`src/rtl/sdw_pkg.sv`:
```
// Function
// - Words are 20-bit two's complement, MSB first
// - Only last 20 bits before strobe fall latch
// - Data sampled on rising bit clock edge
// - Strobe falling edge copies shift to parallel
// - Output updates on fourth clock after fall
// - Halted clock keeps bits until strobe falls
// - Stopped clock: strobe low past next bit
// - Sign selects upper or lower DAC code
// - 7FFFF positive full, 80000 negative full
// - Works with 24-bit slots near 16.9 MHz
package sdw_pkg;
    localparam int WORD_W = 20;
    localparam int CODE_W = 19;
    localparam int SLOT_W = 24;
    localparam int UPD_CLKS = 4;
    localparam int DIV_HALF = 1;
    localparam logic [CODE_W:0] LOWER_IDLE = 20'h80000;
    localparam logic [CODE_W-1:0] CODE_ZERO = 19'h00000;
    localparam logic [2:0] UPD_LAST = 3'h4;
    localparam logic [4:0] SLOT_LAST = 5'h17;
    localparam logic [4:0] STROBE_AT = 5'h14;
    localparam logic [1:0] DIV_LAST = 2'h1;
endpackage

```
`src/rtl/sdw_link_if.sv`:
```
`timescale 1ns/10ps
`default_nettype none
interface sdw_link_if;
    logic bit_clk;
    logic bit_data;
    logic word_latch_strobe;
    modport sender (output bit_clk, output bit_data,
                    output word_latch_strobe);
    modport loader (input bit_clk, input bit_data,
                    input word_latch_strobe);
endinterface
`default_nettype wire

```
`src/rtl/sdw_loader.sv`:
```
`timescale 1ns/10ps
`default_nettype none
module sdw_loader
    import sdw_pkg::*;
(
    input  wire logic                 ref_clk_i,
    input  wire logic                 reset_n_i,
    input  wire logic                 clk_en_i,
    sdw_link_if.loader                link,
    output logic [CODE_W-1:0]         upper_code_o,
    output logic [CODE_W:0]           lower_code_o,
    output logic                      update_o
);
    import sdw_pkg::*;

    logic [2:0]        clk_s_r;
    logic [2:0]        dat_s_r;
    logic [2:0]        stb_s_r;
    logic              clk_q_r;
    logic              stb_q_r;
    logic [WORD_W-1:0] shift_r;
    logic [WORD_W-1:0] par_r;
    logic              pend_r;
    logic [2:0]        upd_cnt_r;
    logic [CODE_W-1:0] upper_r;
    logic [CODE_W:0]   lower_r;
    logic              update_r;

    // Filtered levels: change counted when stages two and three agree
    wire clk_f_w = (clk_s_r[1] == clk_s_r[2]) ? clk_s_r[2] : clk_q_r;
    wire stb_f_w = (stb_s_r[1] == stb_s_r[2]) ? stb_s_r[2] : stb_q_r;
    wire rise_w  = clk_f_w && !clk_q_r;
    wire sfall_w = !stb_f_w && stb_q_r;
    wire sign_w  = par_r[WORD_W-1];
    // Sign magnitude split of latched word
    wire [CODE_W-1:0] upper_w = sign_w ? CODE_ZERO : par_r[CODE_W-1:0];
    wire [CODE_W:0]   lower_w = sign_w ? {1'b0, par_r[CODE_W-1:0]}
                                       : LOWER_IDLE;

    // Three-stage pin synchronisers
    always_ff @(posedge ref_clk_i or negedge reset_n_i) begin
        if (!reset_n_i) begin
            clk_s_r <= 3'h0;
            dat_s_r <= 3'h0;
            stb_s_r <= 3'h7;
            clk_q_r <= 1'b0;
            stb_q_r <= 1'b1;
        end else if (clk_en_i) begin
            clk_s_r <= {clk_s_r[1:0], link.bit_clk};
            dat_s_r <= {dat_s_r[1:0], link.bit_data};
            stb_s_r <= {stb_s_r[1:0], link.word_latch_strobe};
            clk_q_r <= clk_f_w;
            stb_q_r <= stb_f_w;
        end
    end

    // Shift on bit clock rise, keep last 20 bits, any strobe level
    always_ff @(posedge ref_clk_i or negedge reset_n_i) begin
        if (!reset_n_i) begin
            shift_r <= '0;
        end else if (clk_en_i && rise_w) begin
            shift_r <= {shift_r[WORD_W-2:0], dat_s_r[2]};
        end
    end

    // Strobe fall latches; fourth clock rise after it updates output
    always_ff @(posedge ref_clk_i or negedge reset_n_i) begin
        if (!reset_n_i) begin
            par_r     <= '0;
            pend_r    <= 1'b0;
            upd_cnt_r <= 3'h0;
        end else if (clk_en_i) begin
            if (sfall_w) begin
                par_r     <= shift_r;
                pend_r    <= 1'b1;
                upd_cnt_r <= 3'h0;
            end else if (pend_r && rise_w) begin
                upd_cnt_r <= upd_cnt_r + 3'h1;
                if (upd_cnt_r + 3'h1 == UPD_LAST) begin
                    pend_r <= 1'b0;
                end
            end
        end
    end

    wire fire_w = pend_r && rise_w && !sfall_w
                  && (upd_cnt_r + 3'h1 == UPD_LAST);

    // Output codes change only on the update edge
    always_ff @(posedge ref_clk_i or negedge reset_n_i) begin
        if (!reset_n_i) begin
            upper_r  <= CODE_ZERO;
            lower_r  <= LOWER_IDLE;
            update_r <= 1'b0;
        end else if (clk_en_i) begin
            update_r <= fire_w;
            if (fire_w) begin
                upper_r <= upper_w;
                lower_r <= lower_w;
            end
        end
    end

    assign upper_code_o = upper_r;
    assign lower_code_o = lower_r;
    assign update_o     = update_r;
endmodule
`default_nettype wire

```
`src/flat_wrapper.sv`:
```
// flat-port wrapper written by rule: the top's interface ports become plain ports
module sdw_loader_flat import sdw_pkg::*;
  (ref_clk_i, reset_n_i, clk_en_i, upper_code_o, lower_code_o, update_o, link_bit_clk, link_bit_data, link_word_latch_strobe);
  sdw_link_if link_i ();
  input  wire logic ref_clk_i;
  input  wire logic reset_n_i;
  input  wire logic clk_en_i;
  output logic [CODE_W-1:0] upper_code_o;
  output logic [CODE_W:0] lower_code_o;
  output logic update_o;
  input wire logic [$bits(link_i.bit_clk)-1:0] link_bit_clk;
  input wire logic [$bits(link_i.bit_data)-1:0] link_bit_data;
  input wire logic [$bits(link_i.word_latch_strobe)-1:0] link_word_latch_strobe;
  assign link_i.bit_clk = link_bit_clk;
  assign link_i.bit_data = link_bit_data;
  assign link_i.word_latch_strobe = link_word_latch_strobe;
  sdw_loader u_core (.ref_clk_i(ref_clk_i), .reset_n_i(reset_n_i), .clk_en_i(clk_en_i), .link(link_i), .upper_code_o(upper_code_o), .lower_code_o(lower_code_o), .update_o(update_o));
endmodule
```
`config.mk`:
```
export PLATFORM = sky130hd
export DESIGN_NAME = sdw_loader_flat
export DESIGN_NICKNAME = d
export VERILOG_FILES = /design/src/rtl/sdw_pkg.sv /design/src/rtl/sdw_link_if.sv /design/src/rtl/sdw_loader.sv /design/src/flat_wrapper.sv
export SDC_FILE = /design/constraint.sdc
export NUM_CORES = 1
export LEC_CHECK = 0
export ABC_AREA = 1
export BUFFER_PORTS_ARGS = -buffer_cell sky130_fd_sc_hd__buf_2
export CAP_MARGIN = 20
export CORE_UTILIZATION = 31
export CTS_BUF_LIST = sky130_fd_sc_hd__clkbuf_4
export DETAILED_ROUTE_END_ITERATION = 16
export HOLD_SLACK_MARGIN = 0.12
export SETUP_SLACK_MARGIN = 0.1
export SLEW_MARGIN = 30
export SYNTH_ARGS = -nofsm -noshare
export SYNTH_HDL_FRONTEND = slang
export SYNTH_SLANG_ARGS = --single-unit
```
`constraint.sdc`:
```
create_clock -name ref_clk_i -period 1.4 [get_ports ref_clk_i]
set_input_delay 0.42 -clock ref_clk_i [delete_from_list [all_inputs] [get_ports ref_clk_i]]
set_output_delay 0.42 -clock ref_clk_i [all_outputs]
set_load 0.005 [all_outputs]
```
==> results of run 1 <==
[synthesized netlist by cell type]
library cell,count,area (um2)
dfrtp_1,90,2250
clkbuf_1,14,52.6
a21oi_1,1,5.00
inv_1,68,255
o21ai_0,50,250
dfstp_2,5,131
nand3_4,1,17.5
nor3_1,1,5.00
nand4_1,44,275
nand3_2,1,10.0
ha_1,2,25.0
clkinv_1,1,3.75
buf_2,5,25.0
buf_4,6,45.0
nand2_1,161,604
nor2_4,1,11.3
buf_6,4,45.0
nor2_1,19,71.3
nand3_1,4,20.0
[power groups by stage]
stage	sequential, mW	combinational, mW	clock [mW]
after CTS	3.12	0.957	1.32
after global routing	3.18	1.23	1.45
after global placement	3.17	0.806	0
after floorplan	3.13	0.530	0
after detailed placement	3.18	0.831	0
final	3.15	1.10	1.27
[metal layers]
metal,track usage (%),vias to the layer above,share of wire (%)
met2,22.0,47,50
met3,1.39,12,1.8
met4,7.51,0,2.1
li1,-,1729,-
met1,18.7,1593,46
met5,0,-,0
[through the flow]
stage / TNS, ns / power [mW] / setup WS [ns] / instances / cell area, um2
global placement: -1.66 / 3.97 / -0.0758 / 697 / 4750
finish: -3.74 / 5.51 / -0.149 / 763 / 5610
detailed placement: -1.98 / 4.01 / -0.0770 / 697 / 4750
floorplan: 0 / 3.66 / 0.0828 / 478 / 4120
CTS: -3.92 / 5.40 / -0.149 / 742 / 5240
global route: -7.93 / 5.86 / -0.246 / 762 / 5610
[area by class of cell]
| type | instances | share of cell area (%) |
|---|---|---|
| well taps | 172 | 3.83 |
| clock buffers | 11 | 1.47 |
| multi-input cells | 285 | 25.5 |
| clock inverters | 5 | 0.491 |
| inverters | 69 | 4.66 |
| repair buffers | 125 | 21.5 |
| flip-flops and latches | 95 | 42.5 |
| diodes | 1 | 0.0446 |
[worst max-delay path: stages (launching register included)]
cell       delay (ns)
dfrtp_1          0.42
ha_2             0.21
ha_4             0.16
nand2_4          0.08
inv_4            0.05
buf_8            0.13
buf_12           0.13
clkbuf_16        0.14
nand4_1          0.07
nand2_1          0.05
[registers in the layout, summed over array words and instances (netlist names)]
| signal | cells |
|---|---|
| u_core.clk_q_r | 1 |
| u_core.clk_s_r | 3 |
| u_core.dat_s_r | 3 |
| u_core.lower_code_o | 20 |
| u_core.par_r | 20 |
| u_core.pend_r | 1 |
| u_core.shift_r | 20 |
| u_core.stb_q_r | 1 |
| u_core.stb_s_r | 3 |
| u_core.upd_cnt_r | 3 |
| u_core.update_o | 1 |
| u_core.upper_code_o | 19 |
[worst paths after layout]
path | from | endpoint | slack (ns) | depth (start not counted)
setup / recovery | u_core.upd_cnt_r[1] | u_core.lower_code_o[12] | -0.15 | 9
hold / removal | link_word_latch_strobe | u_core.stb_s_r[0] | 0.15 | 3
setup reg to reg | u_core.upd_cnt_r[1] | u_core.lower_code_o[12] | -0.15 | 9
hold reg to reg | u_core.stb_s_r[0] | u_core.stb_s_r[0] | 0.47 | 2
max in group asynchronous | reset_n_i | u_core.lower_code_o[8] | 0.43 | 3
min in group asynchronous | reset_n_i | u_core.par_r[12] | 0.41 | 2
[cells by family (layout without fill, tap and decap cells)]
logic type	Yosys count	count (layout)	synth area share [%]
compound gates	51	51	6.22
fa+ha+maj	2	2	0.609
buf+inv	98	210	10.4
flops	95	95	58.1
other cells	0	1	0
simple gates	232	232	24.7
[layout by cell type, fill, tap and decap left out, drive strengths merged, types with 4 or more instances in the layout]
cell type  count
nand2        161
buf          119
dfrtp         90
inv           68
o21ai         50
nand4         44
nor2          20
clkbuf        15
nand3          6
dfstp          5
clkinv         4
[timing repair]
item                                    in CTS  in global routing
resized for setup                           12                 69
hold buffers                                 1                  0
pin swaps                                   24                 36
cloned                                       5                  5
endpoints found under the setup margin      95                104
hold endpoints to repair                    17                  0
buffers inserted                            23                 18
==> impl_results.md, run 1 <==
* Post-Synthesis Cells at 478
* Iter 0 DRT Violations at 305
* Worst endpoint data arrival time at 1.89 ns
* Post-route setup slack at -0.149 ns
* WP data required at 1.74 ns
* Part of the power in registers at 57.1%
* Failing checks: setup timing
* Psw at 1.67 mW
* Fin crit period at 1.55 ns
* Min-delay worst type: input port to flip-flop
* Final setup violation count at 47
* Wire length of the first global-routing pass at 14800 um
* Worst hold slack at 0.152 ns
* Max Fclk at 0.645 GHz
* Synth unique cells at 19
* NumNets Final at 593
* Via Count at 3381
* Area Growth Syn to Fin at 36.7%
* Largest net degree at the start of global routing at 40
* DR WL/cell at 12.7 um
* Post-detail-place hpwl at 6030 um
* Max Fanout on Critical Path at 5
* Synth warn at 0
* Filler cell count at 1199
* Leakage at 3.00 nW
* Vias per cell at 4.43
* Synth Cell Area at 0.00411 mm2
* Final Hold Vio Count at 0
* GRT overflow at 0
* Crit path kind: flip-flop to flip-flop
* Ratio of cells with drive above 1 in the final layout at 30.8%
* Period utilization at 111%
* Final wirelength at 9660 um
* Max transition margin at 76.0%
* Antenna viol nets, final at 0
* CTS Sinks at 95
* Clock power frac at 23.0%
* Total CTS buffers at 9
* Syn Nets at 486
* Area of the multi-input gates at 0.00143 mm2
* CP Capture Type: flip-flop
* Seq/Total Area, Yosys at 58.1%
* H-Tree Level Count at 3
* Syn Area/Cell at 8.59 um2
* Clock transition at path regs at 0.15 ns
* Clk Latency, worst-skew pair at 0.45 ns
* DIE AREA at 0.0137 mm2
* Actual slew at the worst max-slew pin at 0.360 ns
* Input/output buffers at 45
* Comb pwr share at 20.0%
* Vias in the first global route at 3079
* Initial antenna violation count at 0
* Power per cell area at 982 mW/mm2
* Skew final at 0.0194 ns
* Peak VDD IR at 0.465 mV
* Initial Utilization at 32.1%
* GPL Wtd Cong at 0.774
* Max Cap Viol at 0
* Die Height at 117 um
* Clock buffer depth at 2
* Sw frac at 30.4%
* CTS tree: done
* Die X at 117 um
* # DRC at 0
* Worst setup SP type: flip-flop
* RSZ-0062 raised after global routing: yes
* Final Max Tran Viols at 0
* FP Rows at 41
* DR pass1 iterations at 4
* FF/Latch Area at 0.00238 mm2
* I/O pin count at 46
* Int Power at 3.84 mW
* Total GRT Usage at 13.9%
* Status: finished, violations left
* Core ar. at 0.0128 mm2
* Finished Core Util at 43.9%
* CTS root buf: clkbuf_4
* Synth Register Bits at 95
No activity file was read; power rests on OpenSTA's default activity.
==> run 2, diff against run 1 <==
--- a/config.mk
+++ b/config.mk
@@ -8,10 +8,11 @@
 export ABC_AREA = 1
 export BUFFER_PORTS_ARGS = -buffer_cell sky130_fd_sc_hd__buf_2
 export CAP_MARGIN = 20
-export CORE_UTILIZATION = 31
+export CORE_UTILIZATION = 54
 export CTS_BUF_LIST = sky130_fd_sc_hd__clkbuf_4
 export DETAILED_ROUTE_END_ITERATION = 16
 export HOLD_SLACK_MARGIN = 0.12
+export PLACE_DENSITY = 0.77
 export SETUP_SLACK_MARGIN = 0.1
 export SLEW_MARGIN = 30
 export SYNTH_ARGS = -nofsm -noshare
==> run 2 against run 1 <==
Compared with the run above: the flow still finishes with violations (setup timing); setup slack got worse by 0.11 ns; combinational power increased by 12%; wire length increased by 59%; final area increased by 6.9%; power increased by 12%; first-iteration DRC count increased by 97%; sequential share of layout area decreased by 2.7 points; utilization increased by 38 points; sequential cell count unchanged; register-to-register slack got worse by 0.11 ns; critical path type unchanged; highest routed layer is now met5.
==> impl_results.md, run 2 (synthesis gave the netlist of run 1 again) <==
* Most frequent cells in the layout: nand2_1 (104), dfrtp_1 (90), inv_1 (65)
* Wire length of the first global-routing pass at 16400 um (+11%)
* DR WL/cell at 22.0 um (+74%)
* I/O pin count at 46 (unchanged)
* Antenna viol nets, final at 0 (unchanged)
* Initial antenna violation count at 0 (unchanged)
* Period utilization at 119% (+8.1 points)
* Pre-CTS setup slack at -0.0243 ns (+0.0527 ns)
* Final wirelength at 15400 um (+59%)
* CP Buf/Inv Count at 3 (-1)
* Core ar. at 0.00729 mm2 (-43%)
* Peak VDD IR at 0.653 mV (+40%)
* Final Max Tran Viols at 0 (unchanged)
* Part of the power in registers at 51.6% (-5.5 points)
* Skew final at 0.0377 ns (+0.0183 ns)
* Actual slew at the worst max-slew pin at 0.358 ns (-0.00212 ns)
* Final Hold Vio Count at 0 (unchanged)
* Fin crit period at 1.66 ns (+0.113 ns)
* Iter 0 DRT Violations at 601 (+97%)
* Int Power at 4.20 mW (+9.5%)
* Clock buffer depth at 2 (unchanged)
* Clock power frac at 28.5% (+5.5 points)
* Total CTS buffers at 9 (unchanged)
* DR pass1 iterations at 5 (+1)
* Die Height at 89.2 um (-24%)
* GPL Wtd Cong at 0.745 (-3.7%)
* Failing checks: setup timing
* Max Cap Viol at 0 (unchanged)
* Largest net degree at the start of global routing at 45 (+13%)
* Critical-path cell list: ha_2 > ha_4 > nand2_4 > inv_8 > buf_8 > buf_12 > nand4_1 > nand2_1
* WP data required at 1.78 ns (+0.04 ns)
* Post-detail-place hpwl at 5140 um (-15%)
* Worst setup SP type: flip-flop
* Crit path kind: flip-flop to flip-flop
* CTS tree: done
* GRT overflow at 0 (unchanged)
* Input/output buffers at 45 (unchanged)
* Status: finished, violations left
* CTS Sinks at 95 (unchanged)
* Total GRT Usage at 27.6% (+14 points)
* # DRC at 0 (unchanged)
* RSZ-0062 raised after global routing: yes
* CTS root buf: clkbuf_4
* H-Tree Level Count at 3 (unchanged)
* Initial Utilization at 56.3% (+24 points)
* Max Fanout on Critical Path at 10 (+5)
* CP Capture Type: flip-flop
* Leakage at 3.19 nW (+6.2%)
* Die X at 89.2 um (-24%)
* FP Rows at 31 (-24%)
* DIE AREA at 0.00795 mm2 (-42%)
* Min-delay worst type: input port to flip-flop
* Vias per cell at 6.11 (+38%)
* Via Count at 4277 (+27%)
* Clock transition at path regs at 0.16 ns (about the same)
* Post-route setup slack at -0.262 ns (-0.113 ns)
* Worst endpoint data arrival time at 2.04 ns (+0.15 ns)
* Sw frac at 32.1% (+1.7 points)
* Area Growth Syn to Fin at 46.1%
* Clk Latency, worst-skew pair at 0.45 ns (about the same)
* Biggest cell delay along the critical path at 0.40 ns (-0.02 ns)
* Total Power at 6.18 mW (+12%)
* Cell family with most CP delay: simple AND/OR/NAND/NOR gates
* Filler cell count at 346 (-71%)
* Comb pwr share at 19.9% (about the same)
* Final setup violation count at 74 (+57%)
* Psw at 1.98 mW (+18%)
* Power per cell area at 1030 mW/mm2 (+4.9%)
* Ant. Diodes at 0 (-1)
* Max Fclk at 0.602 GHz (-6.8%)
* Slowest CP cell: dfrtp_1
* Most common cell after layout, fill and taps aside: nand2_1
* NumNets Final at 604 (+1.9%)
* Max transition margin at 76.1% (+0.14 points)
* Vias in the first global route at 3517 (+14%)
* Ratio of cells with drive above 1 in the final layout at 39.1% (+8.3 points)
==> run 2: tightest hold or removal path, delay by kind of cell <==
family	cells	cell delay, ns
buf+inv	1	0.10
simple gates	2	0.10
==> run 2: stage by stage <==
step                util (%)  instances  TNS, ns  hold WS, ns  instance area, um2
detailed placement      62.4        612   -0.380        0.247                4550
floorplan                  -        478        0        0.124                4120
finish                  82.3        700    -8.44        0.181                6000
CTS                     73.0        668    -3.98        0.159                5320
global route            82.3        700   -12.85        0.167                6000
global placement        62.4        612        0        0.243                4550
==> run 2: final timing paths <==
path	from	end	slack, ns	cells past startpoint
setup / recovery	u_core.upd_cnt_r[0]	u_core.upper_code_o[14]	-0.26	8
hold / removal	link_word_latch_strobe	u_core.stb_s_r[0]	0.18	3
setup reg to reg	u_core.upd_cnt_r[0]	u_core.upper_code_o[14]	-0.26	8
hold reg to reg	u_core.stb_s_r[0]	u_core.stb_s_r[0]	0.47	2
max in group asynchronous	reset_n_i	u_core.lower_code_o[19]	0.46	3
min in group asynchronous	reset_n_i	u_core.upper_code_o[7]	0.31	2
==> run 2: power groups by stage <==
stage	registers, mW	logic, mW	clock network (mW)
2_1_floorplan	3.13	0.530	0
3_3_place_gp	3.15	0.777	0
3_5_place_dp	3.16	0.812	0
4_1_cts	3.12	0.973	1.70
5_1_grt	3.21	1.31	1.86
6_report	3.19	1.23	1.76
==> run 2: layout make-up <==
cell class / instances / area, um2 / share of cell area [%]
tap: 99 / 124 / 2.06
timing repair buffer: 136 / 1390 / 23.1
clock inverter: 5 / 81.3 / 1.36
multi-input combinational: 285 / 1670 / 27.9
clock buffer: 11 / 82.6 / 1.38
sequential: 95 / 2380 / 39.7
inverter: 69 / 269 / 4.48
==> run 2: timing repair <==
action | in CTS | in global routing
gates cloned | 10 | 6
gates resized for setup | 33 | 120
hold buffers | 1 | 0
pin swaps | 11 | 10
endpoints found under the hold margin | 90 | 0
buffers inserted | 29 | 27
endpoints found under the setup margin | 99 | 103
==> run 2: routing by layer <==
metal | vias to the layer above | part of all wire [%] | track usage, %
li1 | 1749 | - | -
met2 | 376 | 46 | 46.6
met4 | 2 | 8.0 | 14.7
met1 | 2012 | 34 | 33.5
met3 | 138 | 12 | 5.45
met5 | - | 0.27 | 0
